[config.mk]
export PLATFORM = sky130hd
export DESIGN_NAME = fboc_top
export DESIGN_NICKNAME = d
export VERILOG_FILES = /design/src/fboc_pkg.sv /design/src/fboc_top.sv
export SDC_FILE = /design/constraint.sdc
export NUM_CORES = 1
export LEC_CHECK = 0
export ABC_AREA = 1
export BUFFER_PORTS_ARGS = -buffer_cell sky130_fd_sc_hd__clkbuf_2
export CAP_MARGIN = 20
export CORE_AREA = 2 2 373 375
export CTS_CLUSTER_DIAMETER = 50
export DETAILED_ROUTE_END_ITERATION = 12
export DIE_AREA = 0 0 375 377
export PLACE_DENSITY_LB_ADDON = 0.1
export SKIP_CTS_REPAIR_TIMING = 1
export SYNTH_ARGS = -nofsm -noshare
export SYNTH_HDL_FRONTEND = slang
export SYNTH_SLANG_ARGS = --single-unit
[constraint.sdc]
create_clock -name CLK_IN -period 3.6 [get_ports CLK_IN]
set_clock_uncertainty 0.1 [all_clocks]
set_input_delay 0.18 -clock CLK_IN [delete_from_list [all_inputs] [get_ports CLK_IN]]
set_output_delay 0.18 -clock CLK_IN [all_outputs]
set_load 0.05 [all_outputs]
[src/fboc_pkg.sv]
// Constants and types of the flash bus operation control block
// Functional notes
// - Chip select, output enable, address valid low, write high: drive read data.
// - Write exists with select and write low, enable high; latch at write rise.
// - Write cycles are asynchronous and never look at the burst clock.
// - Chip select high means standby with data outputs floating.
// - Deselecting the chip never stops a running program or erase.
// - Reset pin low disables the block and floats data and wait.
// - After reset: read array mode, status 80h, asynchronous page reads.
// - Reset pin during program or erase aborts that operation.
// - Identifier and query data sit at offsets from the partition base.
// - Status mode returns the addressed partition's status, never its array.
// - Identifier, query and status reads are single cycles, wait asserted; synchronous ones still burst and step the address.
// - Burst reads step the address per clock edge: 4, 8, 16 or endless.
// - Upper address bits select the partition of a read.
// - Asynchronous mode: latch open while address valid low, holds on rise.
// - Synchronous mode: latch on address valid rise or first clock edge.
// - Stopped clock with enable high suspends a burst and keeps its state.
// - Enable low plus clock restart resumes the burst at the held word.
// - Wait output is gated by chip select and reset pin, driven during suspend.
// - Wait carries data-valid only in synchronous array reads.
// - Only one partition may program or erase at a time.
// - Command FFh puts the addressed partition into read array mode.
// - Command 70h, or a program or erase, puts it in status mode.
package fboc_pkg;
    // ********************************
    // Widths and command codes
    // ********************************
    localparam int DATA_W = 16;
    localparam int ADDR_W = 22;
    localparam int PART_OFS_W = 18; // One 4-Mbit partition of words
    localparam int LATENCY_DEF = 2;
    localparam int FIFO_DEPTH_DEF = 16;
    localparam logic [7:0] CMD_READ_ARRAY = 8'hFF;
    localparam logic [7:0] CMD_READ_STATUS = 8'h70;
    localparam logic [7:0] CMD_READ_IDENT = 8'h90;
    localparam logic [7:0] CMD_READ_QUERY = 8'h98;
    localparam logic [7:0] CMD_PROG_SETUP = 8'h40;
    localparam logic [7:0] CMD_PROG_ALT = 8'h10;
    localparam logic [7:0] CMD_ERASE_SETUP = 8'h20;
    localparam logic [7:0] CMD_CONFIRM = 8'hD0;
    localparam logic [7:0] CMD_CFG_SETUP = 8'h60;
    localparam logic [7:0] CMD_CFG_CONFIRM = 8'h03;
    localparam logic [15:0] STATUS_READY = 16'h0080;
    localparam logic [15:0] STATUS_BUSY = 16'h0000;
    localparam int CFG_SYNC_BIT = 15;
    localparam int CFG_LEN_LSB = 0;
    localparam logic [3:0] MASK_4 = 4'h3;
    localparam logic [3:0] MASK_8 = 4'h7;
    localparam logic [3:0] MASK_16 = 4'hF;
    // ********************************
    // Types
    // ********************************
    typedef logic [1:0] fboc_mode_t;
    localparam fboc_mode_t MODE_ARRAY = 2'h0;
    localparam fboc_mode_t MODE_IDENT = 2'h1;
    localparam fboc_mode_t MODE_QUERY = 2'h2;
    localparam fboc_mode_t MODE_STATUS = 2'h3;
    localparam logic [1:0] LEN_4 = 2'h0;
    localparam logic [1:0] LEN_8 = 2'h1;
    localparam logic [1:0] LEN_16 = 2'h2;
    typedef struct packed {
        logic cs_n;
        logic oe_n;
        logic we_n;
        logic adv_n;
        logic rst_n;
        logic bclk;
    } fboc_pins_s;
    localparam fboc_pins_s PINS_IDLE = 6'h3F;
    typedef struct packed {
        logic [ADDR_W-1:0] addr;
        logic [DATA_W-1:0] data;
    } fboc_cmd_s;
    typedef struct packed {
        logic sync;
        logic [1:0] len;
    } fboc_cfg_s;
    localparam fboc_cfg_s CFG_RST = 3'h0; // Asynchronous page reads
    typedef enum logic [3:0] {
        C_IDLE = 4'h1, C_PROG = 4'h2, C_ERASE = 4'h4, C_CFG = 4'h8
    } fboc_cst_e;
    typedef enum logic [2:0] {
        B_IDLE = 3'h1, B_LAT = 3'h2, B_DATA = 3'h4
    } fboc_bst_e;
endpackage : fboc_pkg

[src/fboc_top.sv]
// Command FIFO and bus operation control of the partitioned flash
`timescale 1ns/10ps

// ********************************
// Write command FIFO
// ********************************
module fboc_fifo #(
    parameter int W = 8,
    parameter int DEPTH = 16
) (
    input logic clk_in, // Clock
    input logic rst_in, // Synchronous reset
    input logic clr_in, // Flush
    input logic in_vld_in, // Write side valid
    output logic in_rdy_out, // Write side ready
    input logic [W-1:0] in_data_in, // Write data
    output logic out_vld_out, // Read side valid
    input logic out_rdy_in, // Read side ready
    output logic [W-1:0] out_data_out // Read data
);
    localparam int AW = $clog2(DEPTH);
    logic [W-1:0] mem_r [DEPTH];
    logic [AW:0] wp_r;
    logic [AW:0] rp_r;
    wire full = (wp_r[AW] != rp_r[AW]) && (wp_r[AW-1:0] == rp_r[AW-1:0]);
    wire push = in_vld_in && !full;
    wire pop = out_vld_out && out_rdy_in;
    // Depth must be a power of two
    if (DEPTH < 2 || (2 ** AW) != DEPTH) begin : g_bad_depth
        $error("fifo depth must be a power of two");
    end
    // Flags and read port
    assign in_rdy_out = !full;
    assign out_vld_out = wp_r != rp_r;
    assign out_data_out = mem_r[rp_r[AW-1:0]];
    // Pointers
    always_ff @(posedge clk_in) begin
        if (rst_in || clr_in) begin
            wp_r <= '0;
            rp_r <= '0;
        end else begin
            if (push) begin
                wp_r <= wp_r + 1'h1;
            end
            if (pop) begin
                rp_r <= rp_r + 1'h1;
            end
        end
    end
    // Storage
    always_ff @(posedge clk_in) begin
        if (push) begin
            mem_r[wp_r[AW-1:0]] <= in_data_in;
        end
    end
endmodule : fboc_fifo

// ********************************
// Bus operation control
// ********************************
module fboc_top #(
    parameter int LATENCY = fboc_pkg::LATENCY_DEF,
    parameter int FIFO_DEPTH = fboc_pkg::FIFO_DEPTH_DEF
) (
    input logic CLK_IN, // 100 MHz clock
    input logic RESET_IN, // Synchronous reset
    input logic CS_N_IN, // Chip select pin
    input logic OE_N_IN, // Output enable pin
    input logic WE_N_IN, // Write strobe pin
    input logic ADDRESS_VALID_N_IN, // Address valid pin
    input logic RST_N_IN, // Reset pin
    input logic BCLK_IN, // Burst clock pin
    input logic [fboc_pkg::ADDR_W-1:0] ADDR_IN, // Address pins
    input logic [fboc_pkg::DATA_W-1:0] DQ_IN, // Data pins in
    output logic [fboc_pkg::DATA_W-1:0] DQ_OUT, // Data pins out
    output logic DQ_OE_OUT, // Data pins drive
    output logic WAIT_OUT, // Wait, high = not valid
    output logic WAIT_OE_OUT, // Wait drive
    output logic [fboc_pkg::ADDR_W-1:0] ARR_ADDR_OUT, // Array address
    output fboc_pkg::fboc_mode_t ARR_SPACE_OUT, // Array or info space
    output logic ARR_RD_OUT, // Array access
    input logic [fboc_pkg::DATA_W-1:0] ARR_DATA_IN, // Array data
    output logic PE_START_OUT, // Start program or erase
    output logic PE_ERASE_OUT, // Erase, not program
    output logic [fboc_pkg::ADDR_W-1:0] PE_ADDR_OUT, // Target address
    output logic [fboc_pkg::DATA_W-1:0] PE_DATA_OUT, // Program data
    input logic PE_READY_IN, // Engine takes a start
    input logic PE_DONE_IN, // Engine finished
    output logic PE_ABORT_OUT, // Abort pulse
    output logic WR_FULL_OUT // Write FIFO full
);
    localparam int AW = fboc_pkg::ADDR_W;
    localparam int PW = AW - fboc_pkg::PART_OFS_W;
    localparam int NPART = 2 ** PW;
    localparam int CW = $bits(fboc_pkg::fboc_cmd_s);
    // Latency counter is four bits wide
    if (LATENCY < 1 || LATENCY > 15) begin : g_bad_lat
        $error("latency out of range");
    end
    // Partition number from the upper address bits
    function automatic logic [PW-1:0] part_of(input logic [AW-1:0] a);
        return a[AW-1 -: PW];
    endfunction : part_of
    // Next address of a wrapping burst
    function automatic logic [AW-1:0] burst_next(
        input logic [AW-1:0] a, input logic [1:0] len);
        logic [AW-1:0] m;
        m = '1;
        if (len == fboc_pkg::LEN_4) begin
            m = AW'(fboc_pkg::MASK_4);
        end else if (len == fboc_pkg::LEN_8) begin
            m = AW'(fboc_pkg::MASK_8);
        end else if (len == fboc_pkg::LEN_16) begin
            m = AW'(fboc_pkg::MASK_16);
        end
        return (a & ~m) | ((a + 1'h1) & m);
    endfunction : burst_next
    // ********************************
    // Pin synchronisers
    // ********************************
    fboc_pkg::fboc_pins_s p1_r, p2_r, p3_r;
    logic [AW-1:0] a1_r, a2_r, a3_r;
    logic [15:0] d1_r, d2_r, d3_r;
    fboc_pkg::fboc_pins_s pin_raw;
    assign pin_raw = {CS_N_IN, OE_N_IN, WE_N_IN, ADDRESS_VALID_N_IN,
        RST_N_IN, BCLK_IN};
    // Two stages, third for edges
    always_ff @(posedge CLK_IN) begin
        if (RESET_IN) begin
            p1_r <= fboc_pkg::PINS_IDLE;
            p2_r <= fboc_pkg::PINS_IDLE;
            p3_r <= fboc_pkg::PINS_IDLE;
        end else begin
            p1_r <= pin_raw;
            p2_r <= p1_r;
            p3_r <= p2_r;
        end
    end
    // Address and data pins
    always_ff @(posedge CLK_IN) begin
        a1_r <= ADDR_IN;
        a2_r <= a1_r;
        a3_r <= a2_r;
        d1_r <= DQ_IN;
        d2_r <= d1_r;
        d3_r <= d2_r;
    end
    // ********************************
    // Bus decode
    // ********************************
    wire prst = !p2_r.rst_n;
    wire cs = !p2_r.cs_n && !prst;
    wire rd_cyc = cs && !p2_r.oe_n && p2_r.we_n;
    wire adv_low = !p2_r.adv_n;
    wire adv_rise = !p3_r.adv_n && p2_r.adv_n;
    wire adv_fall = p3_r.adv_n && !p2_r.adv_n;
    wire bclk_edge = p2_r.bclk && !p3_r.bclk;
    // Write strobe rise ends a write; burst clock not involved
    wire wr_rise = !p3_r.cs_n && p3_r.oe_n && !p3_r.we_n && p2_r.we_n
        && !prst;

    // ********************************
    // Command path
    // ********************************
    fboc_pkg::fboc_cmd_s fin, c;
    logic fifo_rdy, fifo_vld, pop_rdy;
    logic [CW-1:0] fifo_q;
    fboc_pkg::fboc_cst_e st_r, st_nxt;
    fboc_pkg::fboc_cfg_s cfg_r, cfg_nxt;
    logic busy_r, busy_nxt;
    logic [PW-1:0] busy_part_r;
    logic [NPART-1:0][1:0] mode_vec;
    assign fin = {a3_r, d3_r};
    assign c = fifo_q;
    fboc_fifo #(
        .W(CW),
        .DEPTH(FIFO_DEPTH)
    ) u_fifo (
        .clk_in(CLK_IN),
        .rst_in(RESET_IN),
        .clr_in(prst),
        .in_vld_in(wr_rise),
        .in_rdy_out(fifo_rdy),
        .in_data_in(fin),
        .out_vld_out(fifo_vld),
        .out_rdy_in(pop_rdy),
        .out_data_out(fifo_q)
    );
    // Command decode and pop
    wire [7:0] code = c.data[7:0];
    wire [PW-1:0] cpart = part_of(c.addr);
    wire idle = st_r == fboc_pkg::C_IDLE;
    wire is_conf = code == fboc_pkg::CMD_CONFIRM;
    wire needs_pe = st_r == fboc_pkg::C_PROG
        || (st_r == fboc_pkg::C_ERASE && is_conf);
    wire starts = needs_pe && !busy_r;
    assign pop_rdy = !prst && !(starts && !PE_READY_IN);
    wire pop = fifo_vld && pop_rdy;
    wire rd_code = code == fboc_pkg::CMD_READ_ARRAY
        || code == fboc_pkg::CMD_READ_STATUS
        || code == fboc_pkg::CMD_READ_IDENT
        || code == fboc_pkg::CMD_READ_QUERY;
    wire set_mode = pop && ((idle && rd_code)
        || st_r == fboc_pkg::C_PROG || st_r == fboc_pkg::C_ERASE);
    // New read mode of the commanded partition
    fboc_pkg::fboc_mode_t new_mode;
    assign new_mode = !idle ? fboc_pkg::MODE_STATUS :
        code == fboc_pkg::CMD_READ_ARRAY ? fboc_pkg::MODE_ARRAY :
        code == fboc_pkg::CMD_READ_STATUS ? fboc_pkg::MODE_STATUS :
        code == fboc_pkg::CMD_READ_IDENT ? fboc_pkg::MODE_IDENT :
        fboc_pkg::MODE_QUERY;
    // Setup sequence tracking
    assign st_nxt = !pop ? st_r :
        !idle ? fboc_pkg::C_IDLE :
        (code == fboc_pkg::CMD_PROG_SETUP
            || code == fboc_pkg::CMD_PROG_ALT) ? fboc_pkg::C_PROG :
        code == fboc_pkg::CMD_ERASE_SETUP ? fboc_pkg::C_ERASE :
        code == fboc_pkg::CMD_CFG_SETUP ? fboc_pkg::C_CFG :
        fboc_pkg::C_IDLE;
    wire cfg_wr = pop && st_r == fboc_pkg::C_CFG
        && code == fboc_pkg::CMD_CFG_CONFIRM;
    assign cfg_nxt = cfg_wr ? {c.addr[fboc_pkg::CFG_SYNC_BIT],
        c.addr[fboc_pkg::CFG_LEN_LSB +: 2]} : cfg_r;
    // Deselect has no say; only done or reset pin end an operation
    assign busy_nxt = (pop && starts) ? 1'h1 :
        PE_DONE_IN ? 1'h0 : busy_r;
    // Sequencer, configuration and engine hand-off
    always_ff @(posedge CLK_IN) begin
        if (RESET_IN || prst) begin
            st_r <= fboc_pkg::C_IDLE;
            cfg_r <= fboc_pkg::CFG_RST;
            busy_r <= 1'h0;
            PE_START_OUT <= 1'h0;
        end else begin
            st_r <= st_nxt;
            cfg_r <= cfg_nxt;
            busy_r <= busy_nxt;
            PE_START_OUT <= pop && starts;
        end
    end

    // Engine request fields and abort
    always_ff @(posedge CLK_IN) begin
        if (RESET_IN) begin
            busy_part_r <= '0;
            PE_ERASE_OUT <= 1'h0;
            PE_ADDR_OUT <= '0;
            PE_DATA_OUT <= '0;
            PE_ABORT_OUT <= 1'h0;
            WR_FULL_OUT <= 1'h0;
        end else begin
            if (pop && starts) begin
                busy_part_r <= cpart;
                PE_ERASE_OUT <= st_r == fboc_pkg::C_ERASE;
                PE_ADDR_OUT <= c.addr;
                PE_DATA_OUT <= c.data;
            end
            PE_ABORT_OUT <= prst && busy_r;
            WR_FULL_OUT <= !fifo_rdy;
        end
    end

    // Per-partition read mode
    for (genvar i = 0; i < NPART; i++) begin : g_part
        fboc_pkg::fboc_mode_t mode_r;
        assign mode_vec[i] = mode_r;
        always_ff @(posedge CLK_IN) begin
            if (RESET_IN || prst) begin
                mode_r <= fboc_pkg::MODE_ARRAY;
            end else if (set_mode && cpart == PW'(i)) begin
                mode_r <= new_mode;
            end
        end
    end

    // ********************************
    // Read path
    // ********************************
    fboc_pkg::fboc_bst_e bs_r, bs_nxt;
    logic [3:0] lat_r, lat_nxt;
    logic [AW-1:0] rd_addr_r, rd_addr_nxt;
    wire [PW-1:0] rpart = part_of(rd_addr_r);
    wire [1:0] rmode = mode_vec[rpart];
    wire in_lat = bs_r == fboc_pkg::B_LAT;
    wire in_data = bs_r == fboc_pkg::B_DATA;
    // First of address valid rise or clock edge with it low
    wire cap = cfg_r.sync && cs && (bs_r == fboc_pkg::B_IDLE || adv_fall)
        && ((adv_low && bclk_edge) || adv_rise);

    // Burst state: no clock edge means a held, suspended burst
    assign bs_nxt = (!cs || !cfg_r.sync) ? fboc_pkg::B_IDLE :
        cap ? fboc_pkg::B_LAT :
        adv_fall ? fboc_pkg::B_IDLE :
        (in_lat && bclk_edge && lat_r == 4'h0) ? fboc_pkg::B_DATA :
        bs_r;
    assign lat_nxt = cap ? 4'(LATENCY - 1) :
        (in_lat && bclk_edge && lat_r != 4'h0) ? lat_r - 4'h1 : lat_r;

    // Address latch and burst sequencing
    assign rd_addr_nxt = !cfg_r.sync ?
        ((cs && adv_low) ? a2_r : rd_addr_r) :
        cap ? (adv_rise ? a3_r : a2_r) :
        (in_data && bclk_edge) ?
            burst_next(rd_addr_r, cfg_r.len) :
        rd_addr_r;

    // Burst registers
    always_ff @(posedge CLK_IN) begin
        if (RESET_IN) begin
            bs_r <= fboc_pkg::B_IDLE;
            lat_r <= 4'h0;
            rd_addr_r <= '0;
        end else begin
            bs_r <= bs_nxt;
            lat_r <= lat_nxt;
            rd_addr_r <= rd_addr_nxt;
        end
    end
    assign ARR_ADDR_OUT = rd_addr_r;

    // Output selection
    wire own_busy = busy_r && busy_part_r == rpart;
    wire is_stat = rmode == fboc_pkg::MODE_STATUS;
    wire [15:0] stat = own_busy ? fboc_pkg::STATUS_BUSY :
        fboc_pkg::STATUS_READY;
    wire [15:0] dq_nxt = is_stat ? stat : ARR_DATA_IN;
    wire drive = rd_cyc && (cfg_r.sync || adv_low);
    // Wait is data-valid only in synchronous array bursts
    wire wait_nxt = !(cfg_r.sync && in_data
        && rmode == fboc_pkg::MODE_ARRAY);

    // Pin-facing registers
    always_ff @(posedge CLK_IN) begin
        if (RESET_IN) begin
            DQ_OUT <= '0;
            DQ_OE_OUT <= 1'h0;
            WAIT_OUT <= 1'h1;
            WAIT_OE_OUT <= 1'h0;
            ARR_SPACE_OUT <= fboc_pkg::MODE_ARRAY;
            ARR_RD_OUT <= 1'h0;
        end else begin
            DQ_OUT <= dq_nxt;
            DQ_OE_OUT <= drive;
            WAIT_OUT <= wait_nxt;
            WAIT_OE_OUT <= cs;
            ARR_SPACE_OUT <= rmode;
            ARR_RD_OUT <= rd_cyc && !is_stat;
        end
    end
endmodule : fboc_top

## Word level (Yosys, flattened, before mapping)

Memories as Yosys holds them, arrays and structs flattened. A register that Yosys moved wholly into a read port is not among the register bits.
Cells that the tools add are included.

| word-level totals | value |
|---|---|
| output and inout port bits | 86 |
| word-level logic and storage cells | 238 |
| memories | 1 |
| bits in read-only memories | 0 |
| input port bits | 64 |
| flip-flop bits (word level) | 278 |
| RAM bits | 608 |
| latch bits | 0 |

Memory list:

| memory | words | width | rd ports | clocked after Yosys merged registers in | wr ports | line | RTL |
|---|---|---|---|---|---|---|---|
| u_fifo.mem_r | 16 | 38 | 1 | 1 | 1 | fboc_top.sv:22 | `logic [W-1:0] mem_r [DEPTH];` |

| cells by class | value |
|---|---|
| order comparisons | 1 |
| shift-type cells | 0 |
| multiply operators | 0 |
| div/mod/pow operators | 0 |
| reductions and logical operators | 94 |
| bitwise gates (word level) | 4 |
| $add $sub $neg | 4 |
| muxes and demuxes | 31 |
| eq/ne operators | 40 |

Operators by type and width:

| operator | number |
|---|---|
| two-way mux 22 bit | 8 |
| logical AND 1 bit | 53 |
| AND 22 bit | 2 |
| equality test 4 bit, second input constant | 9 |
| equality test 8 bit, second input constant | 4 |
| equality test 8 x 7 -> 1 bit, second input constant | 3 |
| two-way mux 4 bit | 6 |
| adder 22 x 1 -> 22 bit, second input constant | 1 |
| NOT 22 bit | 1 |
| OR 22 bit | 1 |
| equality test 4 x 3 -> 1 bit, second input constant | 5 |
| logical NOT 1 bit | 16 |
| two-way mux 16 bit | 1 |
| two-way mux 2 bit | 8 |
| equality test 4 x 2 -> 1 bit, second input constant | 3 |
| logical OR 1 bit | 12 |
| adder 5 x 1 -> 5 bit, second input constant | 2 |
| binary-select mux 2 bit (select 4 bit) | 1 |
| equality test 4 x 1 -> 1 bit, second input constant | 2 |
| equality test 4 bit | 2 |
| equality test 8 x 2 -> 1 bit, second input constant | 1 |
| equality test 8 x 5 -> 1 bit, second input constant | 1 |
| equality test 8 x 6 -> 1 bit, second input constant | 1 |
| logical NOT 4 bit | 2 |
| 19 further kinds | 29 |

## Longest topological paths before layout

Gate-level depths: netlist of the first run.

| logic depth | value |
|---|---|
| depth in word-level cells | 10 |
| gate-level depth with buffers | 23 |
| gate-level depth less buffers | 19 |

## By module

Synthesis of the first run repeated with hierarchy kept, for this count alone.

| unflattened totals | value |
|---|---|
| cells, all modules | 3264 |
| area, all modules | 35058.6 um^2 |

By module, submodules not included:

| module | instances | area an instance (um^2) | seq. area each (um^2) | cells an instance |
|---|---|---|---|---|
| fboc_fifo | 1 | 25426.9 | 18537.8 | 2044 |
| fboc_top | 1 | 9631.7 | 5285.1 | 1220 |

## Worst setup path after synthesis of the first run

No wires, ideal clock.

| timing path | value |
|---|---|
| path type | register to register |
| from | register u_fifo.rp_r[0] |
| to | register u_fifo.wp_r[4] |
| setup slack | 308 ps |
| period minus slack after synthesis | 3292 ps |
| arrival | 3072 ps |
| buffers on the path | 0 |
| data required time | 3379 ps |
| cell stages (with the launch flop) | 11 |
| setup time | 121 ps |
| path through | dfxtp_1 xor2_1 nor4_1 nand2_1 nand2_1 inv_1 nand2_1 nor2_1 inv_1 o21ai_0 a21oi_1 |

| on the way | value |
|---|---|
| cells in the longest elaborated chain, start to end | 4 |

RTL lines:

| item | line | RTL |
|---|---|---|
| start, declared | fboc_top.sv:24 | `logic [AW:0] rp_r;` |
| start signal, assigned | fboc_top.sv:46 | `rp_r <= rp_r + 1'h1;` |
| equality test 4 bit | fboc_top.sv:25 | `wire full = (wp_r[AW] != rp_r[AW]) && (wp_r[AW-1:0] == rp_r[AW-1:0]);` |
| logical AND 1 bit | fboc_top.sv:25 |  |
| logical NOT 1 bit | fboc_top.sv:26 | `wire push = in_vld_in && !full;` |
| logical AND 1 bit | fboc_top.sv:26 |  |
| end signal, assigned | fboc_top.sv:43 | `wp_r <= wp_r + 1'h1;` |
| end, declared | fboc_top.sv:23 | `logic [AW:0] wp_r;` |

No other way between the ends.
A chain may end at the register's enable or synchronous reset.

==> flow_summary.yaml, run 1 <==
die:
  design.die.area_sq_mm: 0.141
  fp.coreArea_sq_mm: 0.137
  rows: 136
  die_w_microns: 375
  fp.dieH_microns: 377
  ios: 150
  start_util_pct: 25.0
yosys:
  synth_top_area_cell: "edfxtp_1"
  ys.flop_type: "edfxtp_1"
  yosys.cell_types.count: 47
  async_flop_share_pct: 0
  syn_nets: 3148
  synth_top_area_share_pct: 53.4
  syn_area_sq_mm: 0.0342
  ys_ff_latch: 886
  yosys-top-cells-count: "edfxtp_1 (608), nand2_1 (430), nor2_1 (417)"
  ys_warn_count: 0
  synthCells: 3077
  synth_edf_count: 608
  avgSynthCellArea_sq_um: 11.1
  synth_most_common_cell: "edfxtp_1"
  synth_area_leaders: "edfxtp_1 (53%), dfxtp_1 (16%), o21ai_0 (5.0%)"
  ys_seq_area_share_pct: 69.7
timing:
  max_freq_mhz: 308
  final_hold_viol_count: 0
  period_minus_slack_ps: 3240
  fin_crit_sh_pct: 90.1
  rsz0062_at_grt: "no"
  maxSlewViolCount: 0
  tns_ps: 0
  slew_headroom_pct: 41.7
  setup_viol_count_final: 0
  fin_ws_ps: 355
  worst_slew_pin_slew_ps: 875
global_route:
  gr-total-overflow: 0
  grt_pass1_wl_microns: 164000
  first_global_vias: 23700
  antenna_found_initial: 1
  grtUsageTotal_pct: 15.6
  grt_max_degree: 171
setup_path:
  crit_buf_inv: 3
  critPathLaunchType: "register"
  critical_path_peak_fanout: 75
  crit_path_end_kind: "register"
  worstPathCellList: "buf_12 > buf_4 > o21ai_0 > o221ai_1 > o211ai_1 > nand2_1 > nand2_1 > nor2_1 > nand3_1 > nand2_1 > inv_1 > nor2_1"
  path_delay_family: "buffers and inverters"
  slowest_delay_ps: 670
  crit_path_frequent_cell: "nand2_1"
  worst-setup-path-type: "reg2reg"
  required_ps: 4150
  crit_slowest_cell: "buf_4"
  arrival_ps: 3800
power_and_ir_drop:
  p_per_area_mw_per_mm2: 658
  ir_drop_v: 0.000430
  power_leakage_nw: 15.3
cells_and_area:
  layout-drive-gt1-share_pct: 15.1
  n_antenna_cell: 0
  fin_util_pct: 31.1
  syn_to_final_growth_pct: 24.5
  nets: 3420
  finalNonFillerCells: 5247
cts:
  cts_buffer_depth: 3
  cts.sinks: 886
  ctsRootBufferMaster: "clkbuf_16"
  cts.htree.levels: 3
  insertion_delay_ps: 730
  clk_pin_slew_ps: 60
  cts_made_buffers: 119
  cts_tree: "built"
place:
  dp_cells: 4928
  pre_cts_ws_ps: 342
  gp_congestion: 0.750
  io_buffers: 149
  dp_hpwl_microns: 63800
routing:
  viasPerCell: 4.53
  wl_microns: 111000
  antenna_left: 0
  drcViolationCount: 0
  post_drt_wl_per_cell_microns: 21.2
  drt_first_pass_iters: 5
  vias: 23800
  initialDrtViolationCount: 1518
min_path:
  hold_class: "in2reg"
job:
  maxCapViolCount: 0
status:
  status: "finished clean"
## per-layer routing
metal	routed length (microns)	global-route usage (%)
met5	0	0
met4	1990	3.48
met3	3160	2.30
met2	50900	24.9
met1	55400	22.3
## area by class of cell
cell class                      instances  area, sq um
Multi-Input combinational cell       1781         8800
Fill cell                           14000        94400
Tap cell                             1794         2240
Clock inverter                         70          651
Clock buffer                          155         3410
Inverter                              227          866
Sequential cell                       886        23800
Timing Repair Buffer                  334         2770
## sequential cells by signal (all words and copies together) (netlist names), 6 cells and up, named ones only
register / cells
PE_DATA_OUT: 16
a2_r: 22
PE_ADDR_OUT: 22
d2_r: 16
g_part.mode_r: 32
p1_r: 6
d1_r: 16
DQ_OUT: 16
a1_r: 22
p2_r: 6
d3_r: 16
a3_r: 22
u_fifo.mem_r: 608
## where the power goes
part,leakage [nW],switching (W),internal [W],total [W]
combinational,5.52,0.00349,0.00139,0.00488
clock,2.00,0.00473,0.00720,0.0119
sequential,7.76,0.000193,0.0110,0.0112
## logic make-up (layout without fill, tap and decap cells)
group                    count (synthesis)  count (layout)  share of synthesized area [%]
flip-flops                             886             886                           69.7
adder cells (fa/ha/maj)                  7               7                          0.256
multiplexers                             1               1                         0.0293
AND/OR/NAND/NOR                       1108            1108                           13.6
XOR/XNOR                                23              23                          0.589
buffers and inverters                  410             786                           4.99
AO/OA/AOI/OAI                          642             642                           10.8
## metrics by stage
step	area [sq um]	total power (W)	hold WS, ps
6_report	42600	0.0280	29.3
5_1_grt	42600	0.0294	8.27
4_1_cts	41600	0.0284	-623
3_5_place_dp	37600	0.0163	184
3_3_place_gp	37600	0.0164	183
2_1_floorplan	34200	0.0146	108
## worst paths after layout
kind | endpoint | from | slack, ps | cells past startpoint
setup / recovery | g_part[13].mode_r[0] | register | 360 | 12
hold / removal | d1_r[9] | DQ_IN[9] | 30 | 2
setup reg to reg | g_part[13].mode_r[0] | register | 360 | 12
hold reg to reg | d2_r[4] | d1_r[4] | 210 | 0
## layout by cell type, fill, tap and decap left out, types with 21 or more instances in the layout
cell type      count
a21oi_1          112
buf_12            32
buf_4             59
clkbuf_16        126
clkbuf_2         150
clkinv_2          21
dfxtp_1          274
dlygate4sd3_1     94
edfxtp_1         608
inv_1            209
nand2_1          429
nand3_1          141
nand4_1           69
nor2_1           398
o211ai_1          24
o21ai_0          341
o221ai_1          51
o22ai_1           74
(Power assumes the default switching activity.)
==> inputs of run 2 (changes only) <==
==> constraint.sdc (replaced) <==
create_clock -name CLK_IN -period 2.7 [get_ports CLK_IN]
set_clock_uncertainty 0.1 [all_clocks]
set_input_delay 0.135 -clock CLK_IN [delete_from_list [all_inputs] [get_ports CLK_IN]]
set_output_delay 0.135 -clock CLK_IN [all_outputs]
set_load 0.05 [all_outputs]
==> flow_summary.yaml, run 2 (same netlist as run 1, synthesis figures left out) <==
routing:
  vias: 24700
  initialDrtViolationCount: 1766
  wl_microns: 119000
  drcViolationCount: 0
  antenna_left: 0
  drt_first_pass_iters: 7
  viasPerCell: 4.55
  post_drt_wl_per_cell_microns: 22.0
cts:
  cts_made_buffers: 121
  insertion_delay_ps: 730
  cts.htree.levels: 3
  cts_buffer_depth: 3
  cts.sinks: 886
  ctsRootBufferMaster: "clkbuf_16"
  clk_pin_slew_ps: 60
  cts_tree: "built"
global_route:
  antenna_found_initial: 5
  first_global_vias: 23200
  gr-total-overflow: 0
  grtUsageTotal_pct: 15.7
  grt_pass1_wl_microns: 164000
  grt_max_degree: 81
setup_path:
  arrival_ps: 3260
  critical_path_peak_fanout: 7
  crit_path_end_kind: "register"
  worst-setup-path-type: "reg2reg"
  critPathLaunchType: "register"
  required_ps: 3160
timing:
  setup_viol_count_final: 35
  whs_ps: -370
  worst_slew_pin_slew_ps: 858
  fin_ws_ps: -95.8
  tns_ps: -1490
  rsz0062_at_grt: "yes"
  maxSlewViolCount: 0
  final_hold_viol_count: 8
  period_minus_slack_ps: 2800
  max_freq_mhz: 358
  slew_headroom_pct: 42.8
  fin_crit_sh_pct: 104
power_and_ir_drop:
  p_per_area_mw_per_mm2: 898
  power_leakage_nw: 16.6
  ir_drop_v: 0.000577
cells_and_area:
  largest_reg_flops: 608
  finalInstanceArea_sq_mm: 0.0454
  layout-drive-gt1-share_pct: 22.2
  layout_common_cells: "edfxtp_1 (608), nand2_1 (388), nor2_1 (373)"
  syn_to_final_growth_pct: 32.7
  final_common_cell: "edfxtp_1"
  nets: 3603
  n_fill_cell: 13900
min_path:
  hold_class: "in2reg"
status:
  status: "finished, violations left"
  violations: "hold timing, setup timing"
die:
  fp.coreArea_sq_mm: 0.137
  design.die.area_sq_mm: 0.141
  die_w_microns: 375
  start_util_pct: 25.0
  ios: 150
  fp.dieH_microns: 377
  rows: 136
job:
  maxCapViolCount: 0
place:
  gp_congestion: 0.747
  io_buffers: 149
  dp_hpwl_microns: 67200
  place_area_sq_mm: 0.0385
==> run 2: cell type report <==
class,count,area [sq um],area share [%]
antenna,1,2.50,0.00552
clock buffer,161,3420,7.55
clock inverter,68,747,1.65
inverter,227,898,1.98
multi-input combinational,1781,9300,20.5
sequential,886,23800,52.6
tap,1794,2240,4.95
timing repair buffer,510,4840,10.7
timing repair inverter,5,58.8,0.130
==> run 2: critical path, cell delays in order (launching register included) <==
cell and delay (ps):
dfxtp_4 370, buf_12 150, buf_12 120, clkbuf_16 160, nand2_1 60, nand2_1 50, nand2_1 50, nand3_1 80
nand3_2 110, nand2_4 90, inv_2 80, nand2_4 60, nor2_4 110, nand2_2 70, nand2_2 90, buf_4 110
buf_6 90, buf_12 110, nand3_4 80, buf_12 160, clkbuf_16 180, nand2_4 60, a21oi_2 50
==> run 2: metrics by stage <==
stage / instances / power, W / worst slack [ps] / util (%)
floorplan: 3077 / 0.0194 / -481 / -
finish: 5433 / 0.0407 / -95.8 / 33.1
global placement: 5038 / 0.0228 / -279 / 28.1
CTS: 5267 / 0.0392 / -339 / 31.2
detailed placement: 5038 / 0.0227 / -309 / 28.1
global route: 5432 / 0.0425 / -196 / 33.1
==> run 2: metal layers <==
layer  routed length (microns)  track usage, %  vias up  share of wire, %
li1                          -               -    11800                 -
met1                     56800            22.1    12300                48
met2                     54700            25.0      493                46
met3                      5020            2.38      167               4.2
met4                      2880            4.30        0               2.4
met5                         0               0        -                 0
==> run 2: worst paths after layout <==
path	from	endpoint	slack, ps	depth (start not counted)
worst min-delay path	RESET_IN	PE_DATA_OUT[6]	-370	2
worst min register to register	d2_r[8]	d3_r[8]	220	0
worst max-delay path	register	PE_ADDR_OUT[7]	-100	22
worst max register to register	register	PE_ADDR_OUT[7]	-100	22
==> run 2: report_power, final <==
group	internal, W	switching (W)
clock network	0.00999	0.00637
logic	0.00356	0.00593
registers	0.0147	0.000193
